### src/design/tpx_transceiver.sv
// Package of timing constants and the digital transceiver core with its checks
package tpx_pkg;
   // ****************************************************************
   // Clock and bit time
   // ****************************************************************
   localparam int CLK_NS       = 5;
   localparam int BIT_NS       = 100;
   localparam int BIT_CYC      = BIT_NS / CLK_NS;
   localparam int OSC_MHZ      = 10;
   localparam int CLKH_CYC     = (1000 / OSC_MHZ) / 2 / CLK_NS;
   localparam int CW           = 6;

   // ****************************************************************
   // Transmit timing
   // ****************************************************************
   localparam int TXDH_NS      = 75;
   localparam int TXDH_CYC     = TXDH_NS / CLK_NS;
   localparam int EOP_NS       = 250;
   localparam int EOP_CYC      = (EOP_NS + CLK_NS - 1) / CLK_NS;
   localparam int LKPW_MIN_NS  = 80;
   localparam int LKPW_MAX_NS  = 120;
   localparam int LKPW_CYC     = (LKPW_MIN_NS + LKPW_MAX_NS) / 2 / CLK_NS;
   localparam int LINK_PER_DEF = 3_200_000;
   localparam int LW           = 22;

   // ****************************************************************
   // Receive timing
   // ****************************************************************
   localparam int BEAT_MIN_NS  = 80;
   localparam int BEAT_MAX_NS  = 192;
   localparam int BEAT_MIN_CYC = (BEAT_MIN_NS + CLK_NS - 1) / CLK_NS;
   localparam int BEAT_MAX_CYC = BEAT_MAX_NS / CLK_NS;
   localparam int SQ_BITS      = 5;
   localparam int SQ_MAX_CYC   = SQ_BITS * BIT_CYC;
   localparam int SQ_EDGES     = 4;
   localparam int RXDE_MIN_NS  = 155;
   localparam int RXDE_MAX_NS  = 250;
   localparam int RXDE_MIN_CYC = (RXDE_MIN_NS + CLK_NS - 1) / CLK_NS;
   localparam int RXDE_MAX_CYC = RXDE_MAX_NS / CLK_NS;
   localparam int RXDE_CYC     = 40;
   localparam int ECHO_NS      = 50;
   localparam int ECHO_CYC     = ECHO_NS / CLK_NS;
   localparam int LTRA_NS      = 30;
   localparam int LTRA_CYC     = LTRA_NS / CLK_NS;

   // ****************************************************************
   // Types
   // ****************************************************************
   typedef enum logic [1:0] {
      TX_IDLE = 2'b00,
      TX_DATA = 2'b01,
      TX_HOLD = 2'b10,
      TX_LINK = 2'b11
   } tpx_tx_e;

   typedef struct packed {
      logic       p;
      logic       n;
      logic       drive;
   } tpx_pair_s;

   typedef struct packed {
      tpx_tx_e    tx_st;
      tpx_pair_s  pair;
      logic [3:0] clk_div;
      logic       clk_out;
      logic       rx_q;
      logic [2:0] edge_cnt;
      logic       sq_open;
      logic       beat;
      logic       rx_en;
      logic       rx_da;
      logic       rx_db;
   } tpx_state_s;
endpackage

`timescale 1ns/1ps
module tpx_transceiver #(
   parameter int LINK_PERIOD_CYC = tpx_pkg::LINK_PER_DEF
) (
   input  wire logic   mclk,
   input  wire logic   reset_n,
   input  wire logic   tx_en,
   input  wire logic   tx_data_a,
   input  wire logic   tx_data_b,
   input  wire logic   loop_n,
   input  wire logic   rx_line,
   output logic        tp_tx_p,
   output logic        tp_tx_n,
   output logic        tp_drive,
   output logic        rx_en,
   output logic        rx_data_a,
   output logic        rx_data_b,
   output logic        link_beat,
   output logic        clk_out
);
   import tpx_pkg::*;

   tpx_state_s     st;
   tpx_state_s     next_st;
   logic [CW-1:0]  hold_cnt;
   logic [CW-1:0]  lkpw_cnt;
   logic [CW-1:0]  gap_cnt;
   logic [CW-1:0]  hi_cnt;
   logic [LW-1:0]  link_cnt;
   logic           txd;
   logic           rx_edge;

   // ****************************************************************
   // Timers
   // ****************************************************************
   // The two inputs are never used together; the spare one is tied high, so AND merges them
   assign txd     = tx_data_a & tx_data_b;
   assign rx_edge = rx_line ^ st.rx_q;

   tpx_counter #(.W(CW)) u_hold (.mclk(mclk), .reset_n(reset_n), .clr(st.tx_st != TX_HOLD), .cnt(hold_cnt));
   tpx_counter #(.W(CW)) u_lkpw (.mclk(mclk), .reset_n(reset_n), .clr(st.tx_st != TX_LINK), .cnt(lkpw_cnt));
   tpx_counter #(.W(CW)) u_gap  (.mclk(mclk), .reset_n(reset_n), .clr(rx_edge),             .cnt(gap_cnt));
   tpx_counter #(.W(CW)) u_hi   (.mclk(mclk), .reset_n(reset_n), .clr(!st.rx_q),            .cnt(hi_cnt));
   tpx_counter #(.W(LW)) u_link (.mclk(mclk), .reset_n(reset_n), .clr(st.tx_st != TX_IDLE), .cnt(link_cnt));

   // ****************************************************************
   // Next state
   // ****************************************************************
   always_comb begin
      next_st = st;
      // Oscillator copy: toggles every half period of the 10 MHz clock
      if (st.clk_div == 4'(CLKH_CYC - 1)) begin
         next_st.clk_div = 4'h0;
         next_st.clk_out = ~st.clk_out;
      end else begin
         next_st.clk_div = st.clk_div + 4'h1;
      end

      // Transmit sequencer; loopback keeps packets off the line
      case (st.tx_st)
         TX_IDLE: begin
            if (tx_en && loop_n) begin
               next_st.tx_st = TX_DATA;
            end else if (link_cnt >= LW'(LINK_PERIOD_CYC - 1)) begin
               next_st.tx_st = TX_LINK;
            end
         end
         TX_DATA: begin
            if (!tx_en || !loop_n) begin
               next_st.tx_st = TX_HOLD;
            end
         end
         TX_HOLD: begin
            if (tx_en && loop_n) begin
               next_st.tx_st = TX_DATA;
            end else if (hold_cnt >= CW'(EOP_CYC - 1)) begin
               next_st.tx_st = TX_IDLE;
            end
         end
         TX_LINK: begin
            if (lkpw_cnt >= CW'(LKPW_CYC - 1)) begin
               next_st.tx_st = TX_IDLE;
            end
         end
         default: begin
            next_st.tx_st = TX_IDLE;
         end
      endcase

      // Pair levels follow the new state so the outputs change with it
      case (next_st.tx_st)
         TX_DATA: next_st.pair = '{p: txd, n: ~txd, drive: 1'b1};
         TX_HOLD: next_st.pair = '{p: 1'b1, n: 1'b0, drive: 1'b1};
         TX_LINK: next_st.pair = '{p: 1'b1, n: 1'b0, drive: 1'b1};
         default: next_st.pair = '{p: 1'b0, n: 1'b0, drive: 1'b0};
      endcase

      // Squelch: a single link pulse has two edges, real data passes four quickly
      next_st.rx_q = rx_line;
      if (rx_edge) begin
         if (st.edge_cnt != 3'(SQ_EDGES)) begin
            next_st.edge_cnt = st.edge_cnt + 3'h1;
         end
         if (st.edge_cnt >= 3'(SQ_EDGES - 1)) begin
            next_st.sq_open = 1'b1;
         end
      end else if (gap_cnt >= CW'(RXDE_CYC - 1)) begin
         next_st.edge_cnt = 3'h0;
         next_st.sq_open  = 1'b0;
      end

      // Link beat: width of a lone high pulse judged at its falling edge
      // The high counter reads zero on the first high sample, so here it holds the width minus one
      next_st.beat = st.rx_q && !rx_line && !st.sq_open &&
                     (hi_cnt >= CW'(BEAT_MIN_CYC - 1)) && (hi_cnt <= CW'(BEAT_MAX_CYC - 1));

      // Receive side: loopback and local echo take transmit data, else the line
      if (!loop_n) begin
         next_st.rx_en = tx_en;
         next_st.rx_da = txd;
      end else if (st.sq_open) begin
         next_st.rx_en = 1'b1;
         next_st.rx_da = rx_line;
      end else begin
         next_st.rx_en = tx_en;
         next_st.rx_da = txd;
      end
      if (!next_st.rx_en) begin
         next_st.rx_da = 1'b1;
      end
      next_st.rx_db = next_st.rx_da;
   end

   // ****************************************************************
   // State register and outputs
   // ****************************************************************
   always_ff @(posedge mclk or negedge reset_n) begin
      if (!reset_n) begin
         st          <= '0;
         st.rx_da    <= 1'b1;
         st.rx_db    <= 1'b1;
         st.rx_q     <= 1'b0;
      end else begin
         st <= next_st;
      end
   end

   // Every output is a flop of the state
   assign tp_tx_p   = st.pair.p;
   assign tp_tx_n   = st.pair.n;
   assign tp_drive  = st.pair.drive;
   assign rx_en     = st.rx_en;
   assign rx_data_a = st.rx_da;
   assign rx_data_b = st.rx_db;
   assign link_beat = st.beat;
   assign clk_out   = st.clk_out;
endmodule

### src/design/tpx_counter.sv
// Saturating up-counter with synchronous clear, used for every timer of the transceiver
`timescale 1ns/1ps
module tpx_counter #(
   parameter int W = 6
) (
   input  wire logic         mclk,
   input  wire logic         reset_n,
   input  wire logic         clr,
   output logic [W-1:0]      cnt
);
   typedef struct packed {
      logic [W-1:0] cnt;
   } tpx_cnt_s;

   tpx_cnt_s st;
   tpx_cnt_s next_st;

   // Clear wins over counting; sticking at all ones keeps long gaps from wrapping back
   always_comb begin
      next_st = st;
      if (clr) begin
         next_st.cnt = '0;
      end else if (st.cnt != {W{1'b1}}) begin
         next_st.cnt = st.cnt + W'(1);
      end
   end

   // State register
   always_ff @(posedge mclk or negedge reset_n) begin
      if (!reset_n) begin
         st <= '0;
      end else begin
         st <= next_st;
      end
   end

   assign cnt = st.cnt;
endmodule

### config.mk
export PLATFORM = sky130hd
export DESIGN_NAME = tpx_transceiver
export DESIGN_NICKNAME = d
export VERILOG_FILES = /design/src/design/tpx_transceiver.sv /design/src/design/tpx_counter.sv
export SDC_FILE = /design/constraint.sdc
export NUM_CORES = 1
export LEC_CHECK = 0
export BUFFER_PORTS_ARGS = -buffer_cell sky130_fd_sc_hd__buf_4
export CAP_MARGIN = 20
export CORE_MARGIN = 2
export CORE_UTILIZATION = 33
export DETAILED_ROUTE_END_ITERATION = 6
export GPL_TIMING_DRIVEN = 1
export SYNTH_ARGS = -nofsm -noshare
export SYNTH_HDL_FRONTEND = slang
export SYNTH_SLANG_ARGS = --single-unit
export TNS_END_PERCENT = 10
### constraint.sdc
create_clock -name mclk -period 1.5 [get_ports mclk]
set_clock_uncertainty 0.05 [all_clocks]
set_input_delay 0.45 -clock mclk [delete_from_list [all_inputs] [get_ports mclk]]
set_output_delay 0.45 -clock mclk [all_outputs]
set_load 0.01 [all_outputs]
==> reports/summary.txt, run 1 <==
DRT iter0 DRCs -> 157
Worst path top cell family by delay -> flip-flops
Seq/Total Area, Yosys -> 46.01%
Placed Area -> 4274 sq um
Final core occ -> 45.08%
Die Ht -> 106.7 um
Count leader, synth -> dfrtp_1
Clock tree buffer depth -> 2
Dpl hpwl -> 5686 um
Peak Freq -> 630.1 MHz
Layout cell share with drive strength beyond 1 -> 30.68%
Iteration count of the initial detailed-routing pass -> 4
Hold path start -> tx_en
M1 GR Usage -> 19.81%
Die Span X -> 106.7 um
H-tree depth -> 3
CP Max Fanout -> 7
Pin count of the biggest net entering global routing -> 30
GR met3 Demand/Resource -> 4.073%
Worst-Skew Late Latency -> 0.35 ns
Prevailing post-synth register cell -> dfrtp_1
R2R setup slack -> -0.09 ns
Clock share of power -> 30.1%
Tot GR Track Use -> 15.09%
Placed cells -> 571
CP startpoint kind -> flip-flop
CP Buf/Inv Count -> 1
Data arrival, critical path -> 1.82 ns
Layout Cells excl Fill -> 589
Grt ovf -> 0
Ant. Diodes -> 0
FP Rows -> 37
DR WL/cell -> 13.54 um
TritonCTS clock tree -> yes
Initial antenna violation count -> 0
Final net count -> 468
CP required -> 1.73 ns
Sink Count -> 64
Int Pwr -> 3.476 mW
Area of the multi-input gates -> 1904 sq um
Post-Syn Instances -> 363
Vias per inst -> 5.081
First-pass GRT wire length -> 13,630 um
Sequential share of power -> 40.6%
Vias in the first global route -> 2,940
Final Max Tran Viols -> 0
Worst Hold Endpoint -> rx_data_b
Syn Std Cell Area -> 3483 sq um
TritonCTS buffer count -> 9
Syn_nets -> 383
Status -> finished with violations
Critical Path Sink Type -> flip-flop
Core area -> 10,280 sq um
CP max stage delay -> 0.38 ns
Setup_tns -> -0.5727 ns
Slew Limit Headroom -> 77.17%
Reg2reg end -> u_link.cnt[9]
Hold slack -> 0.2179 ns
Initial Util -> 33.89%
Register area -> 1603 sq um
Top cells by count, synth -> dfrtp_1 (63), nand2_1 (41), nor2_1 (29)
Met2 GRT Util -> 23.98%
Reg-to-reg startpoint -> u_link.cnt[0]
Dominant cells by area after synthesis -> dfrtp_1 (45%), ha_1 (4.7%), nand2_1 (4.4%), mux2i_1 (4.3%), a31oi_1 (3.6%)
Finished Cell Area -> 4633 sq um
Leakage Power -> 2.059 nW
Port Buffers -> 14
Synth Warn # -> 0
Fill count -> 989
GRT Max-Usage Layer -> met2
Switching fraction of total power -> 30.93%
Placer Congestion -> 0.8283
Finish-stage setup viols -> 17
Power per cell area -> 1086 nW/um^2
EDFF count, synth -> 0
Syn-to-layout area delta -> 33.01%
Detailed-route DRC error count -> 0
Hold WC Path Type -> primary input to flip-flop
Peak supply drop -> 387.1 uV
Critical Path, Cell by Cell -> ha_2 > nand2_1 > nor2_2 > buf_4 > a311oi_2 > mux2i_1
Asr flop ratio synth -> 100.0%
Worst hold stages -> 2
Avg Cell Area, Syn -> 9.596 sq um
PnR worst setup slack -> -0.08699 ns
Final period util -> 105.8%
Logic pwr share -> 29.3%
Top cell type's share of synthesized area -> 45.26%
IO Pins -> 15
CTS root buffer -> clkbuf_8
CP max-delay cell -> dfrtp_1
Slew @ Worst Pin -> 0.3424 ns
Reg2Reg Depth -> 6
Cell taking the most area after synthesis -> dfrtp_1
Switch Pwr -> 1.557 mW
Tmin final -> 1.587 ns
Max-cap violation count -> 0
#FFs+latches synth -> 64
Count of cell types in the netlist -> 54
Antenna-violating nets left -> 0
Die area -> 11,390 sq um
WL final -> 7977 um
Clock Pin Slew Worst Setup and Hold Paths -> 0.08 ns
RSZ-0062 raised after global routing -> true
DR vias -> 2,993
Final hold vios -> 0
Failing checks -> setup timing
Crit Path Category -> flip-flop to flip-flop
-- cells by family after synthesis --
family | synth area share (%)
muxes | 4.310
and+or+nand+nor | 24.60
xor gates and xnor gates | 3.017
DFF | 46.01
adders and majority gates | 4.670
buffers and inverters | 3.915
AOI/OAI and AO/OA | 13.47
-- worst max-delay path by stage --
stage | from | endpoint | slack (ns) | cells past startpoint
6_report | u_link.cnt[0] | u_link.cnt[9] | -0.09 | 6
5_1_grt | u_link.cnt[0] | u_link.cnt[9] | -0.17 | 6
4_1_cts | u_link.cnt[4] | u_link.cnt[14] | -0.05 | 4
3_5_place_dp | rx_line | st[7] | -0.1 | 7
3_3_place_gp | rx_line | st[7] | -0.07 | 7
2_1_floorplan | u_link.cnt[0] | u_link.cnt[20] | -0.06 | 6
-- flip-flops by register name, indices dropped and copies added, names as in the netlist --
signal,flops
rx_data_b,1
clk_out,1
u_link.cnt,22
u_lkpw.cnt,6
u_gap.cnt,6
u_hold.cnt,6
tp_tx_n,1
st,11
rx_en,1
link_beat,1
tp_drive,1
tp_tx_p,1
u_hi.cnt,6
-- cell usage in the layout (no fill, tap or decap), types with 5 or more instances in the layout --
cell / instances
buf_4: 81
dfrtp_1: 63
nand2_1: 41
nor2_1: 28
a31oi_1: 19
inv_1: 18
nand3_1: 15
mux2i_1: 15
o21ai_0: 12
nor3_1: 11
clkbuf_8: 11
a21oi_1: 10
or3_1: 9
ha_1: 9
and3_1: 7
xnor2_1: 6
nor3b_1: 6
xor2_1: 5
a311oi_2: 5
-- final cells by class --
| class | count | area share [%] |
|---|---|---|
| Clock buffer | 13 | 3.430 |
| Inverter | 18 | 1.458 |
| Clock inverter | 3 | 0.8642 |
| Tap cell | 136 | 3.673 |
| Multi-Input combinational cell | 269 | 41.10 |
| Timing Repair Buffer | 86 | 14.88 |
| Sequential cell | 64 | 34.59 |
-- stage by stage --
step / setup WS (ns) / power (mW)
CTS: -0.05069 / 5.083
global placement: -0.07159 / 3.479
finish: -0.08699 / 5.032
detailed placement: -0.09744 / 3.526
global route: -0.1677 / 5.390
floorplan: -0.06467 / 2.891
-- metal layers --
metal,vias to the layer above,part of all wire (%)
met5,-,0
met4,0,1.5
met3,12,2.6
met2,23,49
met1,1452,47
li1,1506,-
-- power by group through the flow --
stage	sequential [mW]	clock (mW)	combinational [mW]
global placement	2.07	0	1.41
floorplan	2.06	0	0.827
CTS	2.05	1.58	1.46
detailed placement	2.08	0	1.45
finish	2.04	1.52	1.47
global route	2.07	1.66	1.66
-- repair_timing --
action                     CTS  global route
setup buffers                0             1
setup endpoints to repair   19            33
pin swaps                   11             4
hold buffers                 1             0
resized for setup           11            17
hold endpoints to repair    21             0
No activity file was read; power rests on OpenSTA's default activity.
==> inputs of run 2 (changes only) <==
CTS_BUF_LIST = sky130_fd_sc_hd__clkbuf_4 sky130_fd_sc_hd__clkbuf_8 sky130_fd_sc_hd__clkbuf_16   (was not set)
==> run 2 against run 1 <==
Against the previous run: the run still ends with setup timing left; sequential power hardly changed; global-route usage hardly changed; power is 0.67% higher; die area stayed put; highest routed layer unchanged.
==> reports/summary.txt, run 2 (synthesis results as in run 1) <==
Crit Path Category -> flip-flop to flip-flop
Detailed-route DRC error count -> 0
WL final -> 8002 um
Worst hold stages -> 2
PnR worst setup slack -> -0.08840 ns
Final period util -> 105.9%
Clock Pin Slew Worst Setup and Hold Paths -> 0.08 ns
Final core occ -> 45.15%
Finish-stage setup viols -> 16
Reg2Reg Depth -> 5
Pin count of the biggest net entering global routing -> 30
Reg-to-reg startpoint -> u_link.cnt[0]
Die area -> 11,390 sq um
DR vias -> 2,989
Die Span X -> 106.7 um
Power per cell area -> 1092 nW/um^2
Fill count -> 988
Slew Limit Headroom -> 77.37%
Data arrival, critical path -> 1.82 ns
Final net count -> 468
Commonest non-fill, non-tap cell in the layout -> buf_4
RSZ-0062 raised after global routing -> true
Grt ovf -> 0
Final hold vios -> 0
Dpl hpwl -> 5686 um
Commonest non-fill, non-tap cells in the layout -> buf_4 (81), dfrtp_1 (63), nand2_1 (41), nor2_1 (28), a31oi_1 (19)
Setup_tns -> -0.5997 ns
Vias per inst -> 5.075
CP startpoint kind -> flip-flop
TritonCTS clock tree -> yes
Crit path from -> u_link.cnt[0]
Leakage Power -> 2.066 nW
Hold path start -> tx_en
Tot GR Track Use -> 15.07%
Clock tree buffer depth -> 2
Sink Count -> 64
Hold WC Path Type -> primary input to flip-flop
Initial Util -> 33.89%
Antenna-violating nets left -> 0
WL met1 -> 3794 um
Metal2 WL -> 3885 um
Met3 Routed Length -> 198 um
Final Max Tran Viols -> 0
Uppermost routed layer -> met4
Die Ht -> 106.7 um
IO Pins -> 15
Reg2reg end -> u_link.cnt[9]
Ant. Diodes -> 0
Worst-Skew Late Latency -> 0.35 ns
DRT iter0 DRCs -> 152
Max-cap violation count -> 0
Port Buffers -> 14
Layout cell share with drive strength beyond 1 -> 31.13%
CP Max Fanout -> 5
Peak supply drop -> 387.5 uV
First-pass GRT wire length -> 13,620 um
Peak Freq -> 629.6 MHz
H-tree depth -> 3
Vias in the first global route -> 2,942
Max reg flops -> 22
Initial antenna violation count -> 0
Tmin final -> 1.588 ns
Syn-to-layout area delta -> 33.23%
DR WL/cell -> 13.59 um
FP Rows -> 37
CP required -> 1.73 ns
Iteration count of the initial detailed-routing pass -> 4
Failing checks -> setup timing
Placer Congestion -> 0.8283
Critical Path Sink Type -> flip-flop
Slew @ Worst Pin -> 0.3395 ns
R2R setup slack -> -0.09 ns
Worst Hold Endpoint -> rx_data_b
Status -> finished with violations
CTS root buffer -> clkbuf_8
Core area -> 10,280 sq um
TritonCTS buffer count -> 9
==> run 2: cell counts in the layout (fill, tap and decap cells not counted) <==
Identical to the previous run, type by type.
==> run 2: worst max-delay path, cell delays in order (launching register included) <==
cell	delay, ns
dfrtp_1	0.35
buf_4	0.13
and3_1	0.23
nand2_1	0.20
a311oi_2	0.35
mux2i_1	0.21
==> run 2: layout make-up <==
cell class | count | area, sq um | area share [%]
multi-input cells | 269 | 1904 | 41.04
inverters | 18 | 67.56 | 1.456
well taps | 136 | 170.2 | 3.667
clock inverters | 3 | 40.04 | 0.8628
clock buffers | 13 | 166.4 | 3.586
flip-flops and latches | 64 | 1603 | 34.54
repair buffers | 86 | 689.4 | 14.86
==> run 2: power breakdown <==
| part | total, mW | internal, mW | switching, mW |
|---|---|---|---|
| registers | 2.04 | 1.90 | 0.144 |
| logic | 1.47 | 0.721 | 0.753 |
| clock network | 1.55 | 0.891 | 0.657 |
| total | 5.07 | 3.51 | 1.55 |
==> run 2: routing by layer <==
layer	global-route usage [%]	up-vias
met2	24.20	23
met1	19.54	1448
met5	0	-
li1	-	1507
met4	5.380	0
met3	4.073	11
==> run 2: how the worst max path moves through the flow <==
stage                endpoint  slack (ns)  depth (start not counted)
2_1_floorplan  u_link.cnt[20]       -0.06                          6
3_3_place_gp            st[7]       -0.07                          7
3_5_place_dp            st[7]        -0.1                          7
4_1_cts        u_link.cnt[14]       -0.05                          4
5_1_grt         u_link.cnt[9]       -0.17                          6
6_report        u_link.cnt[9]       -0.09                          5
==> run 2: metrics by stage <==
step	setup WS (ns)	cells	hold WS (ns)	cell area (sq um)	power, mW
2_1_floorplan	-0.06467	363	0.1044	3505	2.891
3_3_place_gp	-0.07159	571	0.3303	4274	3.479
3_5_place_dp	-0.09744	571	0.3372	4274	3.526
4_1_cts	-0.05069	588	0.1976	4553	5.120
5_1_grt	-0.1677	589	0.1997	4641	5.425
6_report	-0.08840	589	0.2219	4641	5.066
==> run 2: what timing repair did <==
item,in CTS,in global routing
pin swaps,11,4
endpoints found under the hold margin,21,0
resized for setup,11,17
endpoints found under the setup margin,19,33
hold buffers,1,0
buffers inserted,0,1
